File: config.mk
export PLATFORM = sky130hd
export DESIGN_NAME = fpu_err_report
export DESIGN_NICKNAME = d
export VERILOG_FILES = /design/src/fpu_err_pkg.sv /design/src/fpu_exc_flags.sv /design/src/fpu_evt_irq.sv /design/src/fpu_err_report.sv
export VERILOG_INCLUDE_DIRS = /design/src /design/src/src
export SDC_FILE = /design/constraint.sdc
export NUM_CORES = 1
export LEC_CHECK = 0
export BUFFER_PORTS_ARGS = -buffer_cell sky130_fd_sc_hd__buf_2
export CORE_ASPECT_RATIO = 0.6
export CORE_MARGIN = 1.5
export CORE_UTILIZATION = 45
export DETAILED_ROUTE_END_ITERATION = 16
export PLACE_DENSITY_LB_ADDON = 0.1
export SETUP_SLACK_MARGIN = 0.05
export SYNTH_ARGS = -nofsm -noshare
export SYNTH_HDL_FRONTEND = slang
export SYNTH_HIERARCHICAL = 1
export SYNTH_SLANG_ARGS = --single-unit
export TNS_END_PERCENT = 50
File: constraint.sdc
create_clock -name ref_clk -period 7.19 [get_ports ref_clk]
set_clock_uncertainty 0.15 [all_clocks]
set_input_delay 0.3595 -clock ref_clk [delete_from_list [all_inputs] [get_ports ref_clk]]
set_output_delay 0.3595 -clock ref_clk [all_outputs]
set_load 0.01 [all_outputs]
File: src/fpu_err_map.svh
// offsets, field positions, reset values for the fp error reporting block
`ifndef FPU_ERR_MAP_SVH
`define FPU_ERR_MAP_SVH
`define FE_ADDR_W 8
`define FE_CTRL_OFS 8'h00
`define FE_STATUS_OFS 8'h04
`define FE_CMD_OFS 8'h08
`define FE_RESTORE_OFS 8'h0c
`define FE_IPTR_OFS 8'h10
`define FE_OPTR_OFS 8'h14
`define FE_EVT_OFS 8'h18
`define FE_EVT_CLR_OFS 8'h1c
`define FE_EVT_EN_OFS 8'h20
`define FE_NFLAGS 6
`define FE_NEVT 3
`define FE_MASK_RST 6'h3f
`define FE_NATIVE_BIT 8
`define FE_NATIVE_RST 1'b0
`define FE_ST_PEND_BIT 7
`define FE_ST_STATE_LSB 8
`define FE_CMD_CLR_BIT 0
`define FE_CMD_INIT_BIT 1
`define FE_EVT_UNMASKED 0
`define FE_EVT_FROZEN 1
`define FE_EVT_HANDLER 2
`endif

File: src/fpu_err_pkg.sv
// types shared by the fp error reporting block
package fpu_err_pkg;
    typedef enum logic [1:0] {
        ST_RUN = 2'b00,
        ST_FROZEN = 2'b01,
        ST_HANDLER = 2'b10
    } state_t;
    typedef struct packed {
        logic valid;
        logic is_fp;
        logic is_wait;
        logic no_wait;
        logic [31:0] ip;
        logic [31:0] op;
    } instr_t;
    typedef struct packed {
        logic valid;
        logic at_detect;
        logic [5:0] flags;
    } exc_t;
endpackage

File: src/fpu_exc_flags.sv
// sticky exception flags of the status word
`timescale 1ns/100ps
module fpu_exc_flags #(
    parameter int N = 6
) (
    // clock and reset
    input wire logic ref_clk,
    input wire logic rst,
    input wire logic ce,
    // flag sources
    input wire logic [N-1:0] set_flags,
    input wire logic clr,
    input wire logic restore,
    input wire logic [N-1:0] restore_flags,
    // state
    output logic [N-1:0] flags_reg
);
    logic [N-1:0] flags_next;

    // ==========================================
    // sticky flags, a new set wins over a clear
    always_comb begin
        flags_next = flags_reg;
        if (clr) begin
            flags_next = '0;
        end else if (restore) begin
            flags_next = restore_flags;
        end
        flags_next = flags_next | set_flags;
    end

    always_ff @(posedge ref_clk or posedge rst) begin
        if (rst) begin
            flags_reg <= '0;
        end else if (ce) begin
            flags_reg <= flags_next;
        end
    end

    chk_flags_sticky: assert property (@(posedge ref_clk) disable iff (rst)
        ce && !clr && !restore |=> (flags_reg & $past(flags_reg)) == $past(flags_reg))
        else $error("exception flag lost without a clear");
endmodule

File: src/fpu_evt_irq.sv
// sticky event status, enable, write-one clear and level interrupt
`timescale 1ns/100ps
module fpu_evt_irq #(
    parameter int N = 3
) (
    // clock and reset
    input wire logic ref_clk,
    input wire logic rst,
    input wire logic ce,
    // events and software access
    input wire logic [N-1:0] evt,
    input wire logic clr_we,
    input wire logic en_we,
    input wire logic [N-1:0] wdata,
    // state and interrupt
    output logic [N-1:0] status_reg,
    output logic [N-1:0] enable_reg,
    output logic irq
);
    logic [N-1:0] status_next;
    logic [N-1:0] enable_next;

    // ==========================================
    // set wins over clear
    always_comb begin
        status_next = status_reg;
        if (clr_we) begin
            status_next = status_reg & ~wdata;
        end
        status_next = status_next | evt;
        enable_next = en_we ? wdata : enable_reg;
    end

    always_ff @(posedge ref_clk or posedge rst) begin
        if (rst) begin
            status_reg <= '0;
            enable_reg <= '0;
        end else if (ce) begin
            status_reg <= status_next;
            enable_reg <= enable_next;
        end
    end

    assign irq = |(status_reg & enable_reg);
endmodule

File: src/fpu_err_report.sv
// fp error reporting: error output, freeze, handler entry, apb registers
`timescale 1ns/100ps
`include "fpu_err_map.svh"
// Behaviour
// - unmasked error in compat mode reaches interrupt
// - error output at detect or next fp
// - freeze before waiting fp unless no-wait, or ignored with native off
// - frozen until external interrupt arrives
// - error irq disabled: wait any interrupt
// - native off and ignore active: continue
// - error line doubles as coprocessor status (not done: fp_error_out_n only reports errors, high after reset)
// - uncleared flags re-raise error on fp
// - pointers updated at each numeric start
// - unmasked exception halts, enters handler
// - mask bit one: no error output
// - flags sticky until clear/init/restore
module fpu_err_report (
    // clock, reset, enable
    input wire logic ref_clk,
    input wire logic rst,
    input wire logic ce,
    // apb slave
    input wire logic psel,
    input wire logic penable,
    input wire logic pwrite,
    input wire logic [7:0] paddr,
    input wire logic [31:0] pwdata,
    output logic [31:0] prdata,
    output logic pready,
    output logic pslverr,
    // core side
    input wire fpu_err_pkg::instr_t instr,
    output logic instr_ready,
    input wire fpu_err_pkg::exc_t exc,
    output logic exc_abort,
    output logic handler_entry,
    input wire logic interrupt_return,
    // pins
    input wire logic ignore_numeric_error_in_n,
    input wire logic maskable_irq_in,
    output logic fp_error_out_n,
    output logic irq
);
    localparam int NF = `FE_NFLAGS;
    localparam int NEVT = `FE_NEVT;

    fpu_err_pkg::state_t state_reg;
    fpu_err_pkg::state_t state_next;
    logic [NF-1:0] mask_reg;
    logic [NF-1:0] mask_next;
    logic native_reg;
    logic native_next;
    logic err_out_reg;
    logic err_out_next;
    logic abort_reg;
    logic abort_next;
    logic entry_reg;
    logic entry_next;
    logic [31:0] ip_reg;
    logic [31:0] ip_next;
    logic [31:0] op_reg;
    logic [31:0] op_next;
    logic [31:0] prdata_reg;
    logic [31:0] prdata_next;
    logic slverr_reg;
    logic slverr_next;
    logic [NF-1:0] flags;
    logic [NEVT-1:0] evt_status;
    logic [NEVT-1:0] evt_enable;
    logic [NEVT-1:0] evt;
    logic wr_acc;
    logic cmd_we;
    logic flag_clr;
    logic flag_init;
    logic restore_we;
    logic pending;
    logic new_unmasked;
    logic waits;
    logic honor;
    logic stall_req;
    logic accept_fp;

    // ==========================================
    // address decode
    function automatic logic addr_hit(input logic [7:0] a);
        addr_hit = (a == `FE_CTRL_OFS) || (a == `FE_STATUS_OFS) ||
                   (a == `FE_CMD_OFS) || (a == `FE_RESTORE_OFS) ||
                   (a == `FE_IPTR_OFS) || (a == `FE_OPTR_OFS) ||
                   (a == `FE_EVT_OFS) || (a == `FE_EVT_CLR_OFS) ||
                   (a == `FE_EVT_EN_OFS);
    endfunction

    assign wr_acc = psel && penable && pwrite && addr_hit(paddr);
    assign cmd_we = wr_acc && (paddr == `FE_CMD_OFS);
    assign flag_clr = cmd_we && pwdata[`FE_CMD_CLR_BIT];
    assign flag_init = cmd_we && pwdata[`FE_CMD_INIT_BIT];
    assign restore_we = wr_acc && (paddr == `FE_RESTORE_OFS);

    // ==========================================
    // exception flags and events
    fpu_exc_flags #(.N(NF)) u_flags (
        .ref_clk(ref_clk),
        .rst(rst),
        .ce(ce),
        .set_flags(exc.valid ? exc.flags : '0),
        .clr(flag_clr || flag_init),
        .restore(restore_we),
        .restore_flags(pwdata[NF-1:0]),
        .flags_reg(flags)
    );

    fpu_evt_irq #(.N(NEVT)) u_evt (
        .ref_clk(ref_clk),
        .rst(rst),
        .ce(ce),
        .evt(evt),
        .clr_we(wr_acc && (paddr == `FE_EVT_CLR_OFS)),
        .en_we(wr_acc && (paddr == `FE_EVT_EN_OFS)),
        .wdata(pwdata[NEVT-1:0]),
        .status_reg(evt_status),
        .enable_reg(evt_enable),
        .irq(irq)
    );

    // ==========================================
    // freeze and error output
    always_comb begin
        pending = |(flags & ~mask_reg);
        new_unmasked = exc.valid && (|(exc.flags & ~mask_reg));
        waits = instr.valid && (instr.is_fp || instr.is_wait) && !instr.no_wait;
        honor = native_reg || ignore_numeric_error_in_n;
        stall_req = waits && pending && honor;
        instr_ready = (state_reg != fpu_err_pkg::ST_FROZEN) && !stall_req;
        accept_fp = instr.valid && instr.is_fp && instr_ready;
        state_next = state_reg;
        entry_next = 1'b0;
        unique case (state_reg)
            fpu_err_pkg::ST_RUN: begin
                if (stall_req) begin
                    state_next = fpu_err_pkg::ST_FROZEN;
                end
            end
            fpu_err_pkg::ST_FROZEN: begin
                if (maskable_irq_in) begin
                    state_next = fpu_err_pkg::ST_HANDLER;
                    entry_next = 1'b1;
                end
            end
            fpu_err_pkg::ST_HANDLER: begin
                if (stall_req) begin
                    state_next = fpu_err_pkg::ST_FROZEN;
                end else if (interrupt_return) begin
                    state_next = fpu_err_pkg::ST_RUN;
                end
            end
            default: begin
                state_next = fpu_err_pkg::ST_RUN;
            end
        endcase
        // compat reporting only while native reporting is off
        err_out_next = !native_reg && ((err_out_reg && pending) ||
                       (new_unmasked && exc.at_detect) || stall_req);
        abort_next = new_unmasked;
        ip_next = accept_fp ? instr.ip : ip_reg;
        op_next = accept_fp ? instr.op : op_reg;
        evt = '0;
        evt[`FE_EVT_UNMASKED] = new_unmasked;
        evt[`FE_EVT_FROZEN] = stall_req && (state_reg != fpu_err_pkg::ST_FROZEN);
        evt[`FE_EVT_HANDLER] = entry_next;
    end

    // ==========================================
    // apb registers
    always_comb begin
        mask_next = mask_reg;
        native_next = native_reg;
        if (flag_init) begin
            mask_next = `FE_MASK_RST;
        end else if (wr_acc && (paddr == `FE_CTRL_OFS)) begin
            mask_next = pwdata[NF-1:0];
            native_next = pwdata[`FE_NATIVE_BIT];
        end
        prdata_next = prdata_reg;
        slverr_next = slverr_reg;
        if (psel && !penable) begin
            slverr_next = !addr_hit(paddr);
            prdata_next = '0;
            unique case (paddr)
                `FE_CTRL_OFS: begin
                    prdata_next[NF-1:0] = mask_reg;
                    prdata_next[`FE_NATIVE_BIT] = native_reg;
                end
                `FE_STATUS_OFS: begin
                    prdata_next[NF-1:0] = flags;
                    prdata_next[`FE_ST_PEND_BIT] = pending;
                    prdata_next[`FE_ST_STATE_LSB +: 2] = state_reg;
                end
                `FE_IPTR_OFS: prdata_next = ip_reg;
                `FE_OPTR_OFS: prdata_next = op_reg;
                `FE_EVT_OFS: prdata_next[NEVT-1:0] = evt_status;
                `FE_EVT_EN_OFS: prdata_next[NEVT-1:0] = evt_enable;
                default: prdata_next = '0;
            endcase
        end
    end

    always_ff @(posedge ref_clk or posedge rst) begin
        if (rst) begin
            state_reg <= fpu_err_pkg::ST_RUN;
            mask_reg <= `FE_MASK_RST;
            native_reg <= `FE_NATIVE_RST;
            err_out_reg <= 1'b0;
            abort_reg <= 1'b0;
            entry_reg <= 1'b0;
            ip_reg <= '0;
            op_reg <= '0;
            prdata_reg <= '0;
            slverr_reg <= 1'b0;
        end else if (ce) begin
            state_reg <= state_next;
            mask_reg <= mask_next;
            native_reg <= native_next;
            err_out_reg <= err_out_next;
            abort_reg <= abort_next;
            entry_reg <= entry_next;
            ip_reg <= ip_next;
            op_reg <= op_next;
            prdata_reg <= prdata_next;
            slverr_reg <= slverr_next;
        end
    end

    assign prdata = prdata_reg;
    assign pready = psel && penable;
    assign pslverr = psel && penable && slverr_reg;
    assign fp_error_out_n = !err_out_reg;
    assign exc_abort = abort_reg;
    assign handler_entry = entry_reg;

    // ==========================================
    // checks
    chk_frozen_holds: assert property (@(posedge ref_clk) disable iff (rst)
        state_reg == fpu_err_pkg::ST_FROZEN && !maskable_irq_in
        |=> state_reg == fpu_err_pkg::ST_FROZEN)
        else $error("freeze left without an interrupt");
    chk_frozen_blocks: assert property (@(posedge ref_clk) disable iff (rst)
        state_reg == fpu_err_pkg::ST_FROZEN |-> !instr_ready)
        else $error("instruction accepted while frozen");
    chk_ignore_runs: assert property (@(posedge ref_clk) disable iff (rst)
        state_reg != fpu_err_pkg::ST_FROZEN && !native_reg && !ignore_numeric_error_in_n
        |-> instr_ready)
        else $error("stalled although error is ignored");
    chk_stall_pending: assert property (@(posedge ref_clk) disable iff (rst)
        instr.valid && instr.is_fp && !instr.no_wait && pending && ignore_numeric_error_in_n
        |-> !instr_ready)
        else $error("fp instruction passed a pending exception");
    chk_error_drops: assert property (@(posedge ref_clk) disable iff (rst)
        ce && !pending && !exc.valid && !stall_req |=> fp_error_out_n)
        else $error("error output held after flags cleared");
    chk_masked_quiet: assert property (@(posedge ref_clk) disable iff (rst)
        ce && fp_error_out_n && !pending && !new_unmasked && !stall_req
        |=> fp_error_out_n)
        else $error("masked exception drove error output");
    chk_error_on_stall: assert property (@(posedge ref_clk) disable iff (rst)
        ce && stall_req && !native_reg |=> !fp_error_out_n [*1])
        else $error("no error output on freeze");
    chk_ptr_update: assert property (@(posedge ref_clk) disable iff (rst)
        ce && accept_fp |=> ip_reg == $past(instr.ip) && op_reg == $past(instr.op))
        else $error("pointers not taken at numeric start");
    chk_handler_entry: assert property (@(posedge ref_clk) disable iff (rst)
        ce && state_reg == fpu_err_pkg::ST_FROZEN && maskable_irq_in
        |=> handler_entry && state_reg == fpu_err_pkg::ST_HANDLER)
        else $error("handler not entered on interrupt");

    // ==========================================
    // further checks
    chk_abort_on_unmasked: assert property (@(posedge ref_clk) disable iff (rst)
        ce && new_unmasked
        |=> exc_abort)
        else $error("no abort after unmasked exception");
    chk_masked_no_abort: assert property (@(posedge ref_clk) disable iff (rst)
        ce && exc.valid && ((exc.flags & ~mask_reg) == 6'h00)
        |=> !exc_abort)
        else $error("masked exception aborted the instruction");
    chk_detect_error: assert property (@(posedge ref_clk) disable iff (rst)
        ce && new_unmasked && exc.at_detect && !native_reg
        |=> !fp_error_out_n)
        else $error("no error output at detection");
    chk_native_quiet: assert property (@(posedge ref_clk) disable iff (rst)
        ce && native_reg
        |=> fp_error_out_n)
        else $error("error output driven in native mode");
    chk_handler_refreeze: assert property (@(posedge ref_clk) disable iff (rst)
        ce && state_reg == fpu_err_pkg::ST_HANDLER && stall_req
        |=> state_reg == fpu_err_pkg::ST_FROZEN)
        else $error("handler stall did not refreeze");
    chk_ptr_hold: assert property (@(posedge ref_clk) disable iff (rst)
        ce && !accept_fp
        |=> ip_reg == $past(ip_reg) && op_reg == $past(op_reg))
        else $error("pointers changed without numeric start");
    chk_ignore_no_freeze: assert property (@(posedge ref_clk) disable iff (rst)
        ce && state_reg == fpu_err_pkg::ST_RUN && !native_reg && !ignore_numeric_error_in_n
        |=> state_reg == fpu_err_pkg::ST_RUN)
        else $error("froze although error is ignored");
    chk_freeze_event: assert property (@(posedge ref_clk) disable iff (rst)
        ce && stall_req && state_reg == fpu_err_pkg::ST_RUN
        |=> evt_status[`FE_EVT_FROZEN])
        else $error("freeze entry not recorded");
endmodule

* Yosys cells after proc, flatten, opt, wreduce, memory -nomap -nowiden
Index checks and enable logic that the tools add are counted.
** Cells by class
- Divide/modulo/power cells :: 0
- Add/subtract/negate cells :: 0
- Magnitude comparators :: 0
- Multiply operators :: 0
- Equality and inequality tests :: 14
- Bitwise gates (word level) :: 9
- Shift-type cells :: 0
- Reductions and logical operators :: 55
- Mux-type cells :: 20
** Operators by type and width (number)
- case mux 22 bit (2 select lines) :: 1
- == test 8 x 5 -> 1 bit, second input constant :: 4
- 2-to-1 mux 6 bit :: 5
- logical AND 1 bit :: 24
- case mux 3 bit (6 select lines) :: 1
- == test 8 x 4 -> 1 bit, second input constant :: 2
- logical OR 1 bit :: 13
- bitwise AND 6 bit :: 2
- case mux 3 bit (4 select lines) :: 1
- OR reduction 6 bit :: 2
- == test 8 x 3 -> 1 bit, second input constant :: 1
- == test 8 x 6 -> 1 bit, second input constant :: 1
- logical NOT 8 bit :: 1
- 2-to-1 mux 2 bit :: 4
- AND reduction 2 bit :: 4
- bitwise AND 3 bit :: 2
- logical NOT 1 bit :: 6
- NOT 6 bit :: 1
- bitwise OR 6 bit :: 1
- case mux 1 bit (3 select lines) :: 2
- case mux 2 bit (3 select lines) :: 1
- != test 2 bit, second input constant :: 2
- case mux 1 bit (4 select lines) :: 1
- AND reduction 4 bit :: 1
- other kinds (14) :: 15
** Word-level totals
- Memory bits (writable) :: 0
- Register bits :: 121
- Logic and storage cells :: 111
- Memory bits (read-only) :: 0
- Output and inout port bits :: 39
- Bits in latches :: 0
- Bits of input ports :: 125
- Memories :: 0

* Logic depth before layout (Yosys ltp)
Gate-level depths: netlist (run 1).
- Depth in word-level cells :: 15
- Mapped depth :: 7
- Mapped depth without buffers :: 6

* Modules after synthesis
Netlist (run 1), hierarchy kept.
** By module, submodules not included
- fpu_err_report :: area an instance 4888.4 um2, cells each 417, seq. area each 2735.1 um2, instances 1
- fpu_exc_flags :: area an instance 294.0 um2, cells each 21, seq. area each 150.1 um2, instances 1
- fpu_evt_irq :: area an instance 252.7 um2, cells each 19, seq. area each 150.1 um2, instances 1

* Least setup slack after synthesis (run 1)
OpenSTA, ideal clock, no wires.
- Path kind :: input to register
- Start point :: input port paddr[3]
- End point :: register u_evt.enable_reg[0]
- Arrival :: 1821 ps
- Setup slack :: 5092 ps
- Stages on the path :: 7
- Buffers on the path :: 1
- Library setup time :: 127 ps
- Cell sequence :: buf_2 -> nor4_1 -> nor3b_1 -> and2_1 -> nor2b_1 -> nand2_2 -> mux2_1
** Between the ends
- Word-level cells in the longest chain between the ends :: 12
- Elaborated cells on any way between the ends :: 20
** Ends and longest elaborated chain
- start: declaration :: RTL line fpu_err_report.sv:26 : input wire logic [7:0] paddr,
- == test 8 x 3 -> 1 bit or logical NOT 8 bit (tied branches)
- logical OR 1 bit (8 in a row) :: RTL line fpu_err_report.sv:86 : addr_hit = (a == `FE_CTRL_OFS) || (a == `FE_STATUS_OFS) ||
- logical AND 1 bit :: RTL line fpu_err_report.sv:93 : assign wr_acc = psel && penable && pwrite && addr_hit(paddr);
- logical AND 1 bit (*) :: RTL line fpu_err_report.sv:118 : .en_we(wr_acc && (paddr == `FE_EVT_EN_OFS)),
- AND reduction 2 bit (no source line) (*)
- end signal: assignment :: RTL line fpu_evt_irq.sv:40 : enable_reg <= enable_next;
- end: declaration :: RTL line fpu_evt_irq.sv:17 : output logic [N-1:0] enable_reg,
Every way passes the cells marked *; elsewhere a longest branch is shown, timed or not.
A chain may end at the register's enable or synchronous reset.

* Worst setup path after layout (run 1)
- Start point :: register native_reg
- End point :: register ip_reg[5]
** Between the ends
- Word-level cells in the longest chain between the ends :: 6
** Ends and longest elaborated chain
- start: declaration :: RTL line fpu_err_report.sv:51 : logic native_reg;
- start signal: assignment :: RTL line fpu_err_report.sv:211 : native_reg <= `FE_NATIVE_RST;
- start signal: assignment :: RTL line fpu_err_report.sv:222 : native_reg <= native_next;
- logical OR 1 bit :: RTL line fpu_err_report.sv:131 : honor = native_reg || ignore_numeric_error_in_n;
- logical AND 1 bit :: RTL line fpu_err_report.sv:132 : stall_req = waits && pending && honor;
- logical NOT 1 bit :: RTL line fpu_err_report.sv:133 : instr_ready = (state_reg != fpu_err_pkg::ST_FROZEN) && !stall_req;
- logical AND 1 bit :: RTL line fpu_err_report.sv:133
- logical AND 1 bit :: RTL line fpu_err_report.sv:134 : accept_fp = instr.valid && instr.is_fp && instr_ready;
- AND reduction 2 bit (no source line)
- end signal: assignment :: RTL line fpu_err_report.sv:226 : ip_reg <= ip_next;
- end: declaration :: RTL line fpu_err_report.sv:59 : logic [31:0] ip_reg;
Every way passes these cells.

==> summary.txt, run 1 <==
Logic synthesis
  • Synth Cell Area: 5435 um^2
  • Number of cells produced by synthesis: 457
  • Post-synthesis sequential area ratio: 55.85%
  • #FFs+latches synth: 121
  • Async S/R FF share, synth: 100.0%
  • Synth cell types: 52
  • Post-synth EDFFs: 0
  • Top FF cell, synth: dfrtp_1
  • Syn avg cell area: 11.89 um^2
  • Ys Warns: 6
  • Syn Nets: 582

STA
  • Setup violators final: 0
  • Rel. slew slack: 23.07%
  • TNS Setup: 0 ps
  • Final min period: 3282 ps
  • Slew Viols, Final: 0
  • Fin crit share: 45.65%
  • Final hold vios: 0
  • Highest Clock Rate: 304.7 MHz
  • RSZ-0062 raised after global routing: no
  • Worst slew pin tran: 1153 ps

Floorplanning
  • FP Rows: 30
  • Die W: 144.9 um
  • Initial Util: 47.17%
  • Core Region: 11,520 um^2
  • Die Y: 88.13 um
  • DIE AREA: 12,770 um^2
  • Io pins: 164

Route
  • DRC viols: 0
  • Drt pass-1 iters: 5
  • DRC violation total after the first TritonRoute iteration: 262
  • Total number of vias: 4,209
  • Via/cell ratio: 5.495
  • Routed Antenna Nets: 0
  • Routed WL: 14.10 mm
  • Drt wl/cell: 18.40 um

Clock tree
  • CTS root buffer: clkbuf_16
  • CTS tree: built
  • Post-CTS sizing: 0
  • Reg clk slew, reported paths: 60 ps
  • Num CTS Buffers: 17
  • Sink Count: 121
  • Htree depth: 4
  • Clock latency on the worst-skew pair: 410 ps
  • Post-CTS Setup Bufs: 0
  • Cts hold-fix bufs: 1
  • CTS Buffer Depth: 2

Worst hold path
  • Hold Crit Depth: 2
  • Hold Crit Class: in -> reg

GRT
  • Antenna violations before repair: 0
  • Tot GR Track Use: 23.35%
  • Vias in the first global route: 4,068
  • Total gr overflow: 0
  • First-pass GRT wire length: 21.90 mm
  • Largest net degree at the start of global routing: 70

Worst setup path
  • Depth of the most critical reg-to-reg path: 6
  • Crit path max-delay cell type: nor4b_1
  • Critical path class: reg -> reg
  • CP Capture Type: flop
  • Sum of buffers and inverters on the critical path: 1
  • Internal reg-to-reg setup slack: 3910 ps
  • Kind of cell adding the most delay to the critical path: simple AND/OR/NAND/NOR gates
  • Cells along the critical path: nor2_1, nor4b_1, o31ai_1, nand2_2, buf_4, mux2_2
  • Cell count along the critical path: 6
  • Largest stage delay on the critical path: 760 ps
  • Setup crit start kind: flop
  • Worst EP arrival: 3420 ps
  • Highest net fanout along the worst path: 60
  • CP required: 7330 ps

Placement
  • Final HPWL DP: 9.845 mm
  • I/O Buffers: 138
  • Cell Area, Placed: 6247 um^2
  • GPL Wtd Cong: 0.8668

Cells and area
  • Most frequent cells in the layout: 138 x buf_2, 115 x dfrtp_1, 66 x mux2_2, 57 x nor2_1, 26 x a221oi_1
  • Commonest non-fill, non-tap cell in the layout: buf_2
  • Final instance area: 6875 um^2
  • Layout cells sized above 1: 42.90%
  • Fin nets: 719
  • Area grow syn2layout: 26.50%
  • Fillcell total: 996
  • Antenna Cells: 0

Pwr
  • Power density cells: 293.8 nW/um^2
  • Static leakage: 3.244 nW
  • IR Drop Worst-Case VDD: 0.0001830 V

Status
  • Outcome: finished clean

Run
  • Max Cap Violations: 0
[metrics by stage]
stage / util, % / hold slack, ps / instances / setup WS [ps] / power [mW]
finish: 59.66 / 30.60 / 766 / 3908 / 2.020
global route: 59.66 / 22.29 / 766 / 3846 / 2.110
CTS: 59.66 / 17.72 / 766 / 4005 / 2.041
detailed placement: 54.21 / 177.1 / 734 / 3954 / 1.140
global placement: 54.21 / 174.4 / 734 / 4019 / 1.125
floorplan: - / 0.4591 / 457 / 3816 / 1.032
[path summary, 6_finish.rpt]
check,from,to
setup / recovery,native_reg$_DFFE_PP0P_,ip_reg[5]$_DFFE_PP0P_
hold / removal,instr[56],ip_reg[24]$_DFFE_PP0P_
setup reg to reg,native_reg$_DFFE_PP0P_,ip_reg[5]$_DFFE_PP0P_
hold reg to reg,prdata[24]$_DFFE_PP0P_,prdata[24]$_DFFE_PP0P_
max in group asynchronous,rst,prdata[4]$_DFFE_PP0P_
min in group asynchronous,rst,u_evt/enable_reg[1]$_DFFE_PP0P_
[cell usage after synthesis (2+ instances only)]
cell / n / share of area (%)
dfrtp_1: 115 / 53
mux2_2: 66 / 14
nor2_1: 57 / 3.9
a221oi_1: 26 / 4.2
inv_1: 20 / 1.4
clkbuf_1: 13 / 0.90
nand2_1: 12 / 0.83
buf_2: 11 / 1.0
o21ai_0: 11 / 1.0
and2_1: 10 / 1.2
a21oi_1: 9 / 0.83
a22oi_1: 8 / 1.1
o22ai_1: 7 / 0.81
a221o_1: 6 / 1.1
and4b_1: 6 / 1.1
dfstp_2: 6 / 2.9
nand3_1: 6 / 0.55
nor3_1: 6 / 0.55
o22a_1: 6 / 0.97
a22o_1: 5 / 0.81
nor2b_1: 5 / 0.58
mux2i_1: 4 / 0.74
a22o_2: 3 / 0.55
and3_1: 3 / 0.35
mux2_1: 3 / 0.62
nand3b_1: 3 / 0.41
a21boi_0: 2 / 0.28
nand2_2: 2 / 0.23
nand2b_1: 2 / 0.23
o2bb2ai_1: 2 / 0.32
[worst register-to-register path, stage by stage (launching register included)]
cell,delay [ps]
dfrtp_1,410
nor2_1,60
nor4b_1,760
o31ai_1,410
nand2_2,250
buf_4,640
mux2_2,490
[logic make-up (layout without fill, tap and decap cells)]
group | Yosys count | after routing | synth area share, %
AOI/OAI and AO/OA | 92 | 92 | 13.12
buffers and inverters | 46 | 195 | 3.568
DFF | 121 | 121 | 55.85
muxes | 75 | 75 | 15.72
and+or+nand+nor | 123 | 123 | 11.74
[layer usage]
layer  global-route usage, %  vias to the layer above  share of wire (%)
li1                        -                     1954                  -
met1                   35.10                     2068                 49
met2                   32.29                      179                 42
met3                   6.944                        8                8.7
met4                   7.071                        0               0.53
met5                       0                        -                  0
[power breakdown]
part | switching, mW | internal, mW
Sequential | 0.0654 | 0.803
Combinational | 0.119 | 0.140
Clock | 0.307 | 0.586
Total | 0.491 | 1.53
[final cells by class]
class                   count  area (um^2)  area share, %
clock buffers              19        442.9          6.442
clock inverters            12        175.2          2.548
inverters                  20        77.57          1.128
multi-input cells         290         2206          32.08
flip-flops and latches    121         3035          44.15
well taps                 160        200.2          2.912
repair buffers            144        738.2          10.74
(Power assumes the default switching activity.)
==> run 2: changes to the inputs <==
Clock period 7.19 ns to 2.78 ns, I/O delays scaled along.
==> summary.txt, run 2 (synthesized netlist as in run 1, its figures left out) <==
Status
  • Outcome: finished clean

GRT
  • Tot GR Track Use: 25.37% (+2.0 points)
  • Largest net degree at the start of global routing: 44 (-37%)
  • Antenna violations before repair: 0 (unchanged)
  • Vias in the first global route: 4,575 (+12%)
  • Total gr overflow: 0 (unchanged)
  • First-pass GRT wire length: 23.85 mm (+8.9%)

Route
  • Routed Antenna Nets: 0 (unchanged)
  • Drt pass-1 iters: 5 (unchanged)
  • Routed WL: 15.27 mm (+8.3%)
  • Via/cell ratio: 5.333 (-2.9%)
  • DRC violation total after the first TritonRoute iteration: 240 (-8.4%)
  • DRC viols: 0 (unchanged)
  • Drt wl/cell: 17.80 um (-3.3%)
  • Total number of vias: 4,576 (+8.7%)

Worst setup path
  • Setup crit start kind: flop
  • CP required: 2490 ps (-4840 ps)
  • Kind of cell adding the most delay to the critical path: compound AO/OA/AOI/OAI gates
  • Sum of buffers and inverters on the critical path: 1 (unchanged)
  • Highest net fanout along the worst path: 5 (-92%)
  • Worst EP arrival: 2320 ps (-1100 ps)
  • Depth of the most critical reg-to-reg path: 5 (-1)
  • Critical path class: reg -> out
  • Cells along the critical path: o22ai_1, o31ai_1, a21boi_0, buf_2
  • Cell count along the critical path: 4 (-2)
  • Largest stage delay on the critical path: 720 ps (-40 ps)
  • CP Capture Type: primary output
  • Crit path max-delay cell type: o31ai_1

Floorplanning
  • DIE AREA: 12,770 um^2 (unchanged)
  • Die Y: 88.13 um (unchanged)
  • Io pins: 164 (unchanged)
  • Initial Util: 47.17% (unchanged)
  • FP Rows: 30 (unchanged)
  • Core Region: 11,520 um^2 (unchanged)
  • Die W: 144.9 um (unchanged)

STA
  • Fin crit share: 93.70%
  • Highest Clock Rate: 383.9 MHz
  • Final min period: 2605 ps
  • Setup violators final: 0 (unchanged)
  • Worst slew pin tran: 839.7 ps (-313.0 ps)
  • RSZ-0062 raised after global routing: no
  • TNS Setup: 0 ps (unchanged)
  • Slew Viols, Final: 0 (unchanged)
  • Setup ws final: 175.1 ps (-3732 ps)
  • Final hold vios: 0 (unchanged)
  • Hold Worst Slack: 16.11 ps (-14.48 ps)
  • Rel. slew slack: 43.54% (+20 points)

Clock tree
  • CTS tree: built
  • Reg clk slew, reported paths: 60 ps (about the same)
  • Sink Count: 121 (unchanged)
  • Num CTS Buffers: 17 (unchanged)
  • Clock latency on the worst-skew pair: 410 ps (about the same)
  • CTS root buffer: clkbuf_16
  • CTS Buffer Depth: 2 (unchanged)
  • Htree depth: 4 (unchanged)
  • Post-CTS Setup Bufs: 0 (unchanged)

Cells and area
  • Fin nets: 810 (+13%)
  • Layout cells sized above 1: 38.97% (-3.9 points)
  • Area taken by flip-flops and latches: 3035 um^2 (unchanged)
  • Area grow syn2layout: 42.93%
  • Antenna Cells: 0 (unchanged)
  • Final std cells w/o fill: 858 (+12%)
  • Fillcell total: 942 (-5.4%)
  • Commonest non-fill, non-tap cell in the layout: buf_2
  • Multi-input gate area: 2206 um^2 (unchanged)
  • Most frequent cells in the layout: 138 x buf_2, 115 x dfrtp_1, 82 x dlygate4sd3_1, 66 x mux2_2, 57 x nor2_1

Pwr
  • Power density cells: 668.6 nW/um^2 (+130%)
  • IR Drop Worst-Case VDD: 0.0004138 V (+130%)
  • Static leakage: 3.637 nW (+12%)

Worst hold path
  • Hold Crit Depth: 3 (+1)
  • Hold Crit Class: in -> reg

Placement
  • Final HPWL DP: 10.44 mm (+6.1%)
  • Cell count after placement: 744 (+1.4%)
  • Setup WS pre-CTS: 277.4 ps (-3677 ps)
  • I/O Buffers: 138 (unchanged)
  • GPL Wtd Cong: 0.8707 (+0.45%)

Run
  • Max Cap Violations: 0 (unchanged)
run 2: changes by cell type in the layout (fill, tap and decap cells not counted), sizes merged:
cell / before / now
clkbuf: 19 / 18
bufinv: 4 / 2
clkinv: 5 / 8
dlygate4sd3: 1 / 82
buf: 143 / 153
inv: 20 / 21
run 2: power breakdown:
part | total, mW | switching (mW) | internal (mW)
Combinational | 0.780 | 0.333 | 0.447
Clock | 2.16 | 0.815 | 1.35
Sequential | 2.25 | 0.175 | 2.08
Total | 5.19 | 1.32 | 3.87
run 2: layout make-up:
type	instances	area share, %
sequential	121	39.07
multi-input combinational	290	28.39
timing repair buffer	235	21.39
clock buffer	18	5.653
tap	160	2.577
clock inverter	14	1.900
inverter	20	1.015
run 2: timing repair:
action	in CTS	in global routing
resized for setup	0	0
hold buffers	82	0
hold endpoints to repair	116	0
run 2: worst register-to-register path, delay by kind of cell, from the launching register on:
| family | cells | cell delay [ps] |
|---|---|---|
| AO/OA/AOI/OAI | 2 | 840 |
| AND/OR/NAND/NOR | 1 | 320 |
| buffers and inverters | 1 | 290 |
| multiplexers | 1 | 290 |
| flip-flops | 1 | 580 |
run 2: metrics by stage:
stage	util [%]	cell area [um^2]	total power [mW]
floorplan	-	5439	2.669
global placement	55.20	6361	2.925
detailed placement	55.20	6361	2.967
CTS	67.42	7769	5.230
global route	67.42	7769	5.446
finish	67.42	7769	5.194
run 2: worst paths after layout:
path                                               from                               end  slack, ps
worst max-delay path            mask_reg[4]$_DFFE_PP1P_                       instr_ready        180
worst min-delay path                             exc[7]  u_flags/flags_reg[3]$_DFFE_PP0P_         20
worst max register to register  mask_reg[4]$_DFFE_PP1P_            op_reg[11]$_DFFE_PP0P_        190
worst min register to register    prdata[9]$_DFFE_PP0P_             prdata[9]$_DFFE_PP0P_        340
max in group asynchronous                           rst            prdata[24]$_DFFE_PP0P_       1590
min in group asynchronous                           rst   u_evt/enable_reg[2]$_DFFE_PP0P_         80
run 2: routing by layer:
layer,vias up,global-route usage [%],part of all wire [%],routed length (um)
met5,-,0,0,0
met1,2261,35.35,46,7025
met2,175,38.27,45,6796
li1,2129,-,-,-
met4,0,7.346,0.71,109
met3,11,7.983,8.8,1340
